<file path="src/core/mps_defs.svh">
// constants of the parameter slave: codes, field positions, lengths, check seeds
`ifndef MPS_DEFS_SVH
`define MPS_DEFS_SVH

`define MPS_FC_RD16 8'h03
`define MPS_FC_WR16 8'h06
`define MPS_FC_DIAG 8'h08
`define MPS_FC_RD32 8'h64
`define MPS_FC_WR32 8'h65
`define MPS_FC_ERR 8'h80
`define MPS_EX_FUNC 8'h01
`define MPS_EX_ADDR 8'h02
`define MPS_EX_VALUE 8'h03
`define MPS_EX_FAIL 8'h04
`define MPS_BCAST_ADDR 8'h00
`define MPS_MAX_NODE 8'hF7
`define MPS_BYTE_CNT16 8'h02
`define MPS_REG_CNT1 16'h0001
`define MPS_MAX_PNUM 12'h063F
`define MPS_MAX_DSET 4'h9
`define MPS_PNUM_MSB 11
`define MPS_DSET_LSB 12
`define MPS_DIAG_CLR 16'h000A
`define MPS_DIAG_FIRST 16'h000B
`define MPS_DIAG_LAST 16'h0012
`define MPS_DIAG_CNTS 5
`define MPS_LEN_RD16 4'h4
`define MPS_LEN_WR16 4'h4
`define MPS_LEN_RD32 4'h2
`define MPS_LEN_WR32 4'h6
`define MPS_LEN_DIAG 4'h4
`define MPS_BUF_BYTES 10
`define MPS_CNT_MAX 4'hF
`define MPS_CRC_INIT 16'hFFFF
`define MPS_CRC_POLY 16'hA001

`endif

</file>
<file path="src/core/mps_pkg.sv">
// types shared by the parameter slave and its check-field unit
package mps_pkg;
`include "mps_defs.svh"

   typedef enum logic [2:0] {
      st_idle, st_recv, st_decode, st_param, st_send, st_gap, st_check
   } mps_state_t;

   typedef enum logic [1:0] {prm_ok, prm_unknown, prm_fail} mps_prm_sts_t;

   // byte stream from the character framing layer
   typedef struct packed {
      logic valid;
      logic sof;
      logic eof;
      logic err;
      logic [7:0] data;
   } mps_rx_t;

   typedef struct packed {
      logic valid;
      logic last;
      logic [7:0] data;
   } mps_tx_t;

   typedef struct packed {
      logic req;
      logic we;
      logic wide;
      logic [3:0] dset;
      logic [11:0] num;
      logic [31:0] wdata;
   } mps_prm_req_t;

   typedef struct packed {
      logic ack;
      mps_prm_sts_t status;
      logic [31:0] rdata;
   } mps_prm_ans_t;

   typedef struct packed {
      mps_state_t state;
      logic [`MPS_BUF_BYTES-1:0][7:0] buff;
      logic [3:0] cnt;
      logic [3:0] idx;
      logic [3:0] rlen;
      logic [7:0] fc;
      logic err;
      logic bcast;
      logic [7:0] ck_hi;
      logic [`MPS_DIAG_CNTS-1:0][15:0] diag;
      mps_prm_req_t prm;
      mps_tx_t tx;
   } mps_core_t;

   typedef struct packed {
      logic [15:0] chk;
   } mps_chk_st_t;
endpackage : mps_pkg

</file>
<file path="src/core/mps_slave.sv">
// parameter access slave: decodes requests, drives parameter port, builds answers
`timescale 1ns/1ps
`default_nettype none
`include "mps_defs.svh"

// How it works
// - address byte only; own address 1-247
// - answer carries our own node address
// - failed valid request answers exception code
// - bad check or line error: stay silent
// - check field: crc rtu, lrc ascii
// - multi-byte fields except the crc travel high byte first
// - codes 3 and 6 serve 16-bit access
// - codes 100 and 101 serve 32-bit access
// - diagnostics code 8 accepted
// - read16: address, count must be one
// - read16 answer: code, count two, value
// - read16 bad count or unknown: 0x83, 2
// - address: parameter low 12, set high 4
// - scaled integers pass through unchanged
// - read: length error 3, failure 4
// - write16 success echoes the request
// - write16 fails: 0x86 with 2, 3, 4
// - read32 request: 0x64 plus address
// - read32 answer four bytes, error 0xE4
// - write32 0x65 echoes, error 0xE5
// - address zero: writes only, never answered
module mps_slave (
   input wire logic core_clk,
   input wire logic rstn,
   input wire logic ascii_mode,
   input wire logic [7:0] own_addr,
   input wire mps_pkg::mps_rx_t rx,
   input wire logic tx_ready,
   output mps_pkg::mps_tx_t tx,
   output mps_pkg::mps_prm_req_t prm_req,
   input wire mps_pkg::mps_prm_ans_t prm_ans
);
   import mps_pkg::*;

   // all block state outside the two check units lives in one register; nxt_r is its next value
   mps_core_t r_ff;
   mps_core_t nxt_r;
   // strobes into the two check units
   logic rx_clr;
   logic rx_en;
   logic tx_clr;
   logic tx_en;
   // running check values, read at decode and in the gap beat
   logic [15:0] rx_chk;
   logic [15:0] tx_chk;

   // incoming frame check; a whole frame including its check sums to zero
   mps_check u_rx_chk (
      .core_clk(core_clk),
      .rstn(rstn),
      .clear(rx_clr),
      .en(rx_en),
      .ascii(ascii_mode),
      .data(rx.data),
      .chk(rx_chk)
   );

   // outgoing check, fed only with answer bytes the link has taken
   mps_check u_tx_chk (
      .core_clk(core_clk),
      .rstn(rstn),
      .clear(tx_clr),
      .en(tx_en),
      .ascii(ascii_mode),
      .data(r_ff.tx.data),
      .chk(tx_chk)
   );

   // load the first answer byte and start streaming
   function automatic mps_core_t start_send(input mps_core_t s, input logic [3:0] len);
      s.rlen = len;
      s.idx = 4'h0;
      s.tx.valid = 1'b1;
      s.tx.last = 1'b0;
      s.tx.data = s.buff[0];
      s.state = st_send;
      return s;
   endfunction : start_send

   // exception answer: own address, code with top bit, reason
   function automatic mps_core_t except(input mps_core_t s, input logic [7:0] own,
                                        input logic [7:0] code);
      s.buff[0] = own;
      s.buff[1] = s.fc | `MPS_FC_ERR;
      s.buff[2] = code;
      s.diag[2] = 16'(s.diag[2] + 16'h0001);
      return start_send(s, 4'h3);
   endfunction : except

   // frame judge and answer builder, one pass per cycle
   // length is judged before the address range, so a short frame with a bad
   // address reports a length error; the master sees one reason only
   always_comb begin
      logic [1:0] ckl;
      logic [3:0] dl;
      logic ck_ok;
      logic hit;
      logic [15:0] pa;
      logic [15:0] w45;
      logic range_bad;
      logic go;
      logic [7:0] ex;
      logic [15:0] sub;
      logic [15:0] dval;
      ckl = ascii_mode ? 2'd1 : 2'd2;
      dl = 4'(r_ff.cnt - 4'h2 - {2'b00, ckl});
      ck_ok = ascii_mode ? (rx_chk[7:0] == 8'h00) : (rx_chk == 16'h0000);
      hit = (r_ff.buff[0] == own_addr) && (own_addr != `MPS_BCAST_ADDR)
            && (own_addr <= `MPS_MAX_NODE);
      pa = {r_ff.buff[2], r_ff.buff[3]};
      w45 = {r_ff.buff[4], r_ff.buff[5]};
      range_bad = (pa[`MPS_PNUM_MSB:0] > `MPS_MAX_PNUM) ||
                  (pa[15:`MPS_DSET_LSB] > `MPS_MAX_DSET);
      go = 1'b0;
      ex = 8'h00;
      sub = pa;
      dval = 16'h0000;
      nxt_r = r_ff;
      rx_clr = 1'b0;
      rx_en = 1'b0;
      tx_clr = 1'b0;
      tx_en = 1'b0;
      case (r_ff.state)
         // wait for the first byte of a frame
         st_idle: begin
            if (rx.valid && rx.sof) begin
               rx_clr = 1'b1;
               rx_en = 1'b1;
               nxt_r.buff[0] = rx.data;
               nxt_r.cnt = 4'h1;
               nxt_r.state = st_recv;
            end
         end
         // gather bytes; extra bytes still feed the check but are not kept
         st_recv: begin
            if (rx.valid) begin
               rx_en = 1'b1;
               rx_clr = rx.sof;
               if (rx.sof) begin
                  nxt_r.buff[0] = rx.data;
                  nxt_r.cnt = 4'h1;
               end else begin
                  if (r_ff.cnt < 4'(`MPS_BUF_BYTES)) begin
                     nxt_r.buff[r_ff.cnt] = rx.data;
                  end
                  if (r_ff.cnt != `MPS_CNT_MAX) begin
                     nxt_r.cnt = 4'(r_ff.cnt + 4'h1);
                  end
               end
            end
            if (rx.eof) begin
               nxt_r.err = rx.err;
               nxt_r.state = st_decode;
            end
         end
         // judge the frame and pick the action
         st_decode: begin
            nxt_r.fc = r_ff.buff[1];
            nxt_r.bcast = (r_ff.buff[0] == `MPS_BCAST_ADDR);
            nxt_r.state = st_idle;
            // damaged or short frames only bump the error counter
            if (r_ff.err || !ck_ok || (r_ff.cnt < 4'({2'b00, ckl} + 4'h2))) begin
               nxt_r.diag[1] = 16'(r_ff.diag[1] + 16'h0001);
            end else begin
               nxt_r.diag[0] = 16'(r_ff.diag[0] + 16'h0001);
               if (hit || nxt_r.bcast) begin
                  if (nxt_r.bcast) begin
                     nxt_r.diag[4] = 16'(r_ff.diag[4] + 16'h0001);
                  end else begin
                     nxt_r.diag[3] = 16'(r_ff.diag[3] + 16'h0001);
                  end
                  // target fields load even when no access follows; req stays low then
                  nxt_r.prm.dset = pa[15:`MPS_DSET_LSB];
                  nxt_r.prm.num = pa[`MPS_PNUM_MSB:0];
                  nxt_r.prm.wdata = {16'h0000, w45};
                  case (r_ff.buff[1])
                     `MPS_FC_RD16: begin
                        if (dl != `MPS_LEN_RD16) ex = `MPS_EX_VALUE;
                        else if (w45 != `MPS_REG_CNT1 || range_bad) ex = `MPS_EX_ADDR;
                        else go = 1'b1;
                        nxt_r.prm.we = 1'b0;
                        nxt_r.prm.wide = 1'b0;
                     end
                     `MPS_FC_WR16: begin
                        if (dl != `MPS_LEN_WR16) ex = `MPS_EX_VALUE;
                        else if (range_bad) ex = `MPS_EX_ADDR;
                        else go = 1'b1;
                        nxt_r.prm.we = 1'b1;
                        nxt_r.prm.wide = 1'b0;
                     end
                     `MPS_FC_RD32: begin
                        if (dl != `MPS_LEN_RD32) ex = `MPS_EX_VALUE;
                        else if (range_bad) ex = `MPS_EX_ADDR;
                        else go = 1'b1;
                        nxt_r.prm.we = 1'b0;
                        nxt_r.prm.wide = 1'b1;
                     end
                     `MPS_FC_WR32: begin
                        if (dl != `MPS_LEN_WR32) ex = `MPS_EX_VALUE;
                        else if (range_bad) ex = `MPS_EX_ADDR;
                        else go = 1'b1;
                        nxt_r.prm.we = 1'b1;
                        nxt_r.prm.wide = 1'b1;
                        nxt_r.prm.wdata = {w45, r_ff.buff[6], r_ff.buff[7]};
                     end
                     `MPS_FC_DIAG: begin
                        if (sub != `MPS_DIAG_CLR &&
                            (sub < `MPS_DIAG_FIRST || sub > `MPS_DIAG_LAST)) begin
                           ex = `MPS_EX_FUNC;
                        end else if (dl != `MPS_LEN_DIAG || w45 != 16'h0000) begin
                           ex = `MPS_EX_VALUE;
                        end
                     end
                     // any other function code is refused with code 1
                     default: ex = `MPS_EX_FUNC;
                  endcase
                  if (nxt_r.bcast) begin
                     // broadcast: only a clean write runs, and nothing answers
                     if (go && nxt_r.prm.we) begin
                        nxt_r.prm.req = 1'b1;
                        nxt_r.state = st_param;
                     end
                  end else if (ex != 8'h00) begin
                     nxt_r = except(nxt_r, own_addr, ex);
                     tx_clr = 1'b1;
                  end else if (go) begin
                     nxt_r.prm.req = 1'b1;
                     nxt_r.state = st_param;
                  end else begin
                     // diagnostics: counter value or clear, echoed with sub code
                     // counters wrap at 16 bits; nothing saturates
                     if (sub >= `MPS_DIAG_FIRST && sub < 16'(`MPS_DIAG_FIRST + 16'h0005)) begin
                        dval = nxt_r.diag[3'(sub - `MPS_DIAG_FIRST)];
                     end
                     if (sub == `MPS_DIAG_CLR) begin
                        nxt_r.diag = '0;
                     end
                     nxt_r.buff[0] = own_addr;
                     nxt_r.buff[4] = dval[15:8];
                     nxt_r.buff[5] = dval[7:0];
                     nxt_r = start_send(nxt_r, 4'h6);
                     tx_clr = 1'b1;
                  end
               end
            end
         end
         // request held to the drive until it acknowledges
         // a status other than ok turns the answer into an exception
         st_param: begin
            if (prm_ans.ack) begin
               nxt_r.prm.req = 1'b0;
               nxt_r.state = st_idle;
               if (r_ff.bcast) begin
                  nxt_r.state = st_idle;
               end else if (prm_ans.status == prm_unknown) begin
                  nxt_r = except(nxt_r, own_addr, `MPS_EX_ADDR);
                  tx_clr = 1'b1;
               end else if (prm_ans.status == prm_fail) begin
                  nxt_r = except(nxt_r, own_addr, `MPS_EX_FAIL);
                  tx_clr = 1'b1;
               end else begin
                  nxt_r.buff[0] = own_addr;
                  tx_clr = 1'b1;
                  case (r_ff.fc)
                     `MPS_FC_RD16: begin
                        nxt_r.buff[2] = `MPS_BYTE_CNT16;
                        nxt_r.buff[3] = prm_ans.rdata[15:8];
                        nxt_r.buff[4] = prm_ans.rdata[7:0];
                        nxt_r = start_send(nxt_r, 4'h5);
                     end
                     `MPS_FC_RD32: begin
                        nxt_r.buff[2] = prm_ans.rdata[31:24];
                        nxt_r.buff[3] = prm_ans.rdata[23:16];
                        nxt_r.buff[4] = prm_ans.rdata[15:8];
                        nxt_r.buff[5] = prm_ans.rdata[7:0];
                        nxt_r = start_send(nxt_r, 4'h6);
                     end
                     `MPS_FC_WR32: nxt_r = start_send(nxt_r, 4'h8);
                     default: nxt_r = start_send(nxt_r, 4'h6);
                  endcase
               end
            end
         end
         // answer bytes, one per accepted beat
         // the check unit takes a byte only on a beat with tx_ready high
         st_send: begin
            if (tx_ready) begin
               tx_en = 1'b1;
               if (r_ff.idx == 4'(r_ff.rlen - 4'h1)) begin
                  nxt_r.tx.valid = 1'b0;
                  nxt_r.state = st_gap;
               end else begin
                  nxt_r.idx = 4'(r_ff.idx + 4'h1);
                  nxt_r.tx.data = r_ff.buff[4'(r_ff.idx + 4'h1)];
               end
            end
         end
         // one idle beat lets the check unit settle before its bytes go out
         // by now the last answer byte has entered the running check
         st_gap: begin
            nxt_r.tx.valid = 1'b1;
            nxt_r.tx.last = ascii_mode;
            nxt_r.tx.data = ascii_mode ? 8'(8'h00 - tx_chk[7:0]) : tx_chk[7:0];
            nxt_r.ck_hi = tx_chk[15:8];
            nxt_r.state = st_check;
         end
         // crc goes low byte then high; lrc is a single byte
         st_check: begin
            if (tx_ready) begin
               if (r_ff.tx.last) begin
                  nxt_r.tx.valid = 1'b0;
                  nxt_r.tx.last = 1'b0;
                  nxt_r.state = st_idle;
               end else begin
                  nxt_r.tx.data = r_ff.ck_hi;
                  nxt_r.tx.last = 1'b1;
               end
            end
         end
         default: nxt_r.state = st_idle;
      endcase
   end

   // reset drops any pending access and silences the answer stream
   always_ff @(posedge core_clk or negedge rstn) begin
      if (!rstn) begin
         r_ff <= '0;
      end else begin
         r_ff <= nxt_r;
      end
   end

   // outputs come straight from the state register
   assign tx = r_ff.tx;
   assign prm_req = r_ff.prm;
endmodule : mps_slave

`default_nettype wire

</file>
<file path="src/core/mps_check.sv">
// running check field: crc in rtu mode, byte sum in ascii mode
`timescale 1ns/1ps
`default_nettype none
`include "mps_defs.svh"

module mps_check (
   input wire logic core_clk,
   input wire logic rstn,
   input wire logic clear,
   input wire logic en,
   input wire logic ascii,
   input wire logic [7:0] data,
   output logic [15:0] chk
);
   import mps_pkg::*;

   mps_chk_st_t r_ff;
   mps_chk_st_t nxt_r;

   // clear and a byte in the same cycle start a fresh sum with that byte
   always_comb begin
      logic [15:0] base;
      base = clear ? (ascii ? 16'h0000 : `MPS_CRC_INIT) : r_ff.chk;
      nxt_r.chk = base;
      if (en) begin
         if (ascii) begin
            nxt_r.chk = {8'h00, base[7:0] + data};
         end else begin
            nxt_r.chk = base ^ {8'h00, data};
            for (int b = 0; b < 8; b++) begin
               nxt_r.chk = nxt_r.chk[0] ? ((nxt_r.chk >> 1) ^ `MPS_CRC_POLY) : (nxt_r.chk >> 1);
            end
         end
      end
   end

   always_ff @(posedge core_clk or negedge rstn) begin
      if (!rstn) begin
         r_ff <= '{chk: `MPS_CRC_INIT};
      end else begin
         r_ff <= nxt_r;
      end
   end

   assign chk = r_ff.chk;
endmodule : mps_check

`default_nettype wire

</file>
<file path="config.mk">
export PLATFORM = sky130hd
export DESIGN_NAME = mps_slave
export DESIGN_NICKNAME = d
export VERILOG_FILES = /design/src/core/mps_pkg.sv /design/src/core/mps_slave.sv /design/src/core/mps_check.sv
export VERILOG_INCLUDE_DIRS = /design/src /design/src/core
export SDC_FILE = /design/constraint.sdc
export NUM_CORES = 1
export LEC_CHECK = 0
export BUFFER_PORTS_ARGS = -buffer_cell sky130_fd_sc_hd__buf_2
export CORE_MARGIN = 3
export CORE_UTILIZATION = 41
export CTS_CLUSTER_DIAMETER = 150
export DETAILED_ROUTE_END_ITERATION = 12
export PLACE_DENSITY_LB_ADDON = 0.08
export SYNTH_ARGS = -nofsm -noshare
export SYNTH_HDL_FRONTEND = slang
export SYNTH_SLANG_ARGS = --single-unit
export TNS_END_PERCENT = 30
</file>
<file path="constraint.sdc">
create_clock -name core_clk -period 9 [get_ports core_clk]
set_clock_uncertainty 0.15 [all_clocks]
set_input_delay 0.45 -clock core_clk [delete_from_list [all_inputs] [get_ports core_clk]]
set_output_delay 0.45 -clock core_clk [all_outputs]
set_load 0.03 [all_outputs]
</file>
* Yosys cells after proc, flatten, opt, wreduce, memory -nomap -nowiden *
Index checks and enable logic that the tools add are counted.

word-level totals
  register bits = 286
  bits of input ports = 59
  output and inout bits = 61
  word-level logic and storage cells = 348

cells by class
  add/sub/neg operators = 15
  order comparisons = 13
  equality and inequality tests = 63
  muxes and demuxes = 144
  bitwise gates (word level) = 22
  reduce and logical (&&, ||, !) cells = 56

operators by type and width
  operator               count
  $mux 254               5
  $pmux 219 s3           1
  $mux 16                34
  $pmux 131 s2           1
  $mux 251               1
  $pmux 72 s3            1
  $mux 190               1
  $mux 161               1
  $mux 80                2
  $mux 158               1
  $mux 32                4
  $mux 84                1
  $add 16x1->16 const B  5
  $bwmux 80              1
  $pmux 8 s5             2
  $mux 77                1
  $mux 72                1
  $mux 8                 9
  $mux 60                1
  $ne 2x2->1 const B     25
  $bmux 16 s3            1
  $not 2->3              16
  $pmux 12 s4            1
  $reduce_and 11->1      4
  83 further kinds       193

* Logic depth before layout (Yosys ltp) *
  depth after elaboration = 36
  mapped depth = 25
  mapped depth without buffers = 23

* Hierarchy *
From an unflattened synthesis, not the netlist that was laid out.

unflattened totals
  cells, all modules = 2090
  area, all modules = 18370.1 sq um

by module, submodules not included
  module     instances  cells an instance  area an instance (sq um)  sequential area each (sq um)
  mps_slave  1          1812               15812.7                   6356.1
  mps_check  2          139                1278.7                    420.4

* Least setup slack after synthesis *
No wires, ideal clock.

  path kind = input to register
  start point = in ascii_mode
  end point = reg u_tx_chk.r_ff (netlist bit u_tx_chk.chk[7])
  library setup time = 0.077 ns
  data arrival time = 5.704 ns
  required time = 8.773 ns
  setup slack = 3.069 ns
  cell stages on the path = 25
  buffers on the path = 3
  cell sequence = clkbuf_1 > inv_1 > clkbuf_1 > ha_1 > inv_1 > ha_1 > inv_1 > fa_1 > xor2_1 > nand4_1 > or3_1 > o21a_1 > a22oi_4 > clkbuf_1 > a21o_1 > ha_1 > ha_1 > a221o_1 > a221o_1 > a221oi_1 > xnor2_1 > nand4_1 > o31ai_1 > a221o_1 > a31oi_1

RTL lines
  what                  RTL line         text
  start, declared       mps_slave.sv:31  input wire logic ascii_mode,
  end signal, assigned  mps_check.sv:39  r_ff <= '{chk: `MPS_CRC_INIT};
  end signal, assigned  mps_check.sv:41  r_ff <= nxt_r;
  end, declared         mps_check.sv:17  mps_chk_st_t r_ff;

==> impl_metrics.py <==
metrics = {
    "logic_synthesis": {
        "synth.distinct_cells": 95,
        "synth-seq-cells": 286,
        "ys.warnings.count": 0,
        "syn_nets": 2176,
        "postSynthCellCount": 2069,
        "seq_area_frac_synth": 0.3939,
        "synth_edf_count": 0,
        "synth.area.top_cells": "dfrtp_1 35%, nand2_1 7.6%, o21ai_0 5.7%, dfstp_2 4.6%, xnor2_1 3.5%",
        "avgSynthCellArea_um2": 8.830,
        "syn-cell-area_um2": 18270,
        "ys_async_sr_fraction": 1.000,
        "synth_top_area_frac": 0.3479,
        "yosys.area.top_type": "dfrtp_1",
        "synth_flop_cell": "dfrtp_1",
    },
    "routing": {
        "dr.first_iter.drc_count": 1391,
        "wl_per_cell_um": 22.81,
        "drc": 0,
        "final_antenna_net_count": 0,
        "vias_per_cell": 5.918,
        "wirelength_um": 61480,
        "first_pass_iters": 6,
        "num_vias": 15950,
    },
    "clocking": {
        "htreeDepth": 2,
        "insertion_delay_ps": 560,
        "cts_made_buffers": 36,
        "cts_resized": 0,
        "clk_pin_slew_ps": 70,
        "root_buffer": "clkbuf_16",
        "cts_sinks": 286,
        "cts_max_path_buffers": 3,
        "cts_tree": "done",
    },
    "sta": {
        "whs_ps": 56.32,
        "max_freq_mhz": 159.9,
        "tightest_slew_ps": 1250,
        "finalSetupViolations": 0,
        "fin_crit_sh": 0.6949,
        "min_period_ps": 6254,
        "grt_setup_unrepaired": "false",
        "drv_slew": 0,
        "max-slew-margin-rel": 0.1651,
        "tns_ps": 0,
        "fin_ws_ps": 2746,
        "hold_viol": 0,
    },
    "cells_and_area": {
        "design_area_um2": 20110,
        "diodes": 0,
        "drive_gt1_frac": 0.1521,
        "area_growth_pct": 10.07,
        "layout.nets": 2193,
        "nFillCells": 4329,
    },
    "critical_path": {
        "reg2reg_from": "r_ff[168]",
        "crit_required_ps": 9340,
        "crit_path_end_kind": "flop",
        "worstSetupPathType": "flop to flop",
        "crit_fanout": 23,
        "startpoint_type": "flop",
        "crit_arrival_ps": 6590,
        "startpoint": "r_ff[168]",
    },
    "place": {
        "port_buffers": 119,
        "gp_congestion": 0.8828,
        "dpl_cell_area_um2": 18930,
        "preCtsSetupSlack_ps": 2440,
        "dp_hpwl_um": 44450,
    },
    "worst_hold_path": {
        "hold_class": "primary input to flop",
        "hold_start": "rx[8]",
    },
    "power": {
        "switching_share": 0.4144,
        "powerDensity_nw_per_um2": 287.3,
        "p_leak_nw": 8.525,
        "power_frac_seq": 0.334,
        "p_clk_frac": 0.250,
        "p_switching_w": 0.002394,
        "irDropWorstVdd_uv": 110.9,
        "comb_power_share": 0.416,
        "internal-power_w": 0.003384,
    },
    "outcome": {
        "outcome": "finished, final reports clean",
    },
    "floorplan": {
        "start_util": 0.4195,
        "die-area_um2": 47130,
        "die_w_um": 217.1,
        "die_y_um": 217.1,
        "io_pins": 120,
        "rows": 76,
        "core_area_um2": 43550,
    },
    "global_route": {
        "grt_usage": 0.2573,
        "grt_pass1_wl_um": 94590,
        "grt_overflow": 0,
        "antenna_found_initial": 0,
        "grt_start_max_net_pins": 85,
        "grt_pass1_vias": 15350,
    },
    "flow_run": {
        "drv_cap": 0,
    },
}
per-stage QoR:
step,utilization,std cells,power (W)
3_3_place_gp,0.4348,2632,0.004294
4_1_cts,0.4618,2695,0.005789
2_1_floorplan,-,2069,0.003589
6_report,0.4618,2695,0.005778
5_1_grt,0.4618,2695,0.006120
3_5_place_dp,0.4348,2632,0.004315
power by group through the flow:
stage	clock [W]	sequential (W)	combinational (W)
6_report	0.00145	0.00193	0.00240
5_1_grt	0.00153	0.00196	0.00262
4_1_cts	0.00148	0.00192	0.00239
3_5_place_dp	0	0.00194	0.00238
3_3_place_gp	0	0.00194	0.00236
2_1_floorplan	0	0.00176	0.00183
repair_timing:
action,in CTS,in global routing
hold buffers,1,0
setup endpoints to repair,0,0
hold endpoints to repair,61,0
buffers inserted,0,0
flip-flops by register name, summed over array words and instances (netlist names):
register / flops
r_ff: 193
u_tx_chk.chk: 16
tx: 10
u_rx_chk.chk: 16
prm_req: 51
cell type report:
class,count,area (um2),area share
Inverter,45,168.9,0.008399
Sequential cell,286,7197,0.3579
Clock buffer,55,1095,0.05444
Tap cell,585,732.0,0.03640
Timing Repair Buffer,146,810.8,0.04032
Clock inverter,7,71.32,0.003546
Multi-Input combinational cell,1571,10040,0.4990
routing by layer:
layer,share of wire,up-vias,track usage
li1,-,7464,-
met4,0.017,0,0.05871
met1,0.46,7938,0.3664
met3,0.051,66,0.02904
met5,0,-,0
met2,0.48,481,0.4232
cell families after synthesis:
logic type,count (synthesis),synth area share
flip-flops,286,0.3939
multiplexers,75,0.05533
XOR/XNOR,109,0.05225
buffers and inverters,212,0.05801
AO/OA/AOI/OAI,582,0.2120
AND/OR/NAND/NOR,757,0.1940
adder cells (fa/ha/maj),48,0.03452
path summary, 6_finish.rpt:
kind | to | slack, ps | cells after the start
max reg2reg | u_tx_chk.chk[7] | 2750 | 23
min reg2reg | u_rx_chk.chk[10] | 310 | 2
min in group asynchronous | prm_req[19] | 330 | 2
max in group asynchronous | r_ff[63] | 6900 | 3
max | u_tx_chk.chk[7] | 2750 | 23
min | r_ff[150] | 60 | 2
cells in the mapped netlist, drive strengths merged (13+ instances only):
library cell  number
mux4              17
a22oi             32
o31ai             29
dfstp             32
dfrtp            254
a21o              14
ha                44
inv               44
a22o              18
nor2             133
mux2i             20
buf               82
xor2              37
a211oi            17
a221oi            13
and3              28
nand3             66
nand2            368
a21oi             80
o21a              19
o2bb2ai           15
a31oi             32
mux2              38
nor3              26
nor4              22
nor2b             27
nand4             27
o21ai            220
xnor2             72
o221ai            17
clkbuf            85
worst max-delay path, stage by stage, from the launching register on:
cell and delay [ps]:
dfrtp_1 480, inv_1 140, ha_1 300, inv_1 40, ha_1 180, inv_1 60, fa_1 440, nor2_1 160
nand3_1 170, or2_2 360, o21a_1 330, a22oi_4 630, nor2_1 260, a21o_1 220, ha_1 350, ha_1 220
a221o_1 330, a221o_1 340, a221oi_1 320, xnor2_1 140, nand4_1 100, o31ai_1 80, a221o_1 260, a31oi_1 150
layout by cell type, fill, tap and decap left out, types with 14 or more instances in the layout:
cell type  instances
a211oi_1          17
a21o_1            14
a21oi_1           78
a22o_1            18
a22oi_1           31
a31oi_1           32
and3_1            28
buf_2            118
buf_4             26
clkbuf_16         38
dfrtp_1          254
dfstp_2           32
ha_1              44
inv_1             44
mux2_2            31
mux2i_1           20
mux4_2            17
nand2_1          368
nand3_1           64
nand4_1           27
nor2_1           126
nor2b_1           27
nor3_1            21
nor4_1            15
o21a_1            19
o21ai_0          209
o221ai_1          17
o2bb2ai_1         15
o31ai_1           28
xnor2_1           72
xor2_1            37
(Power assumes the default switching activity.)
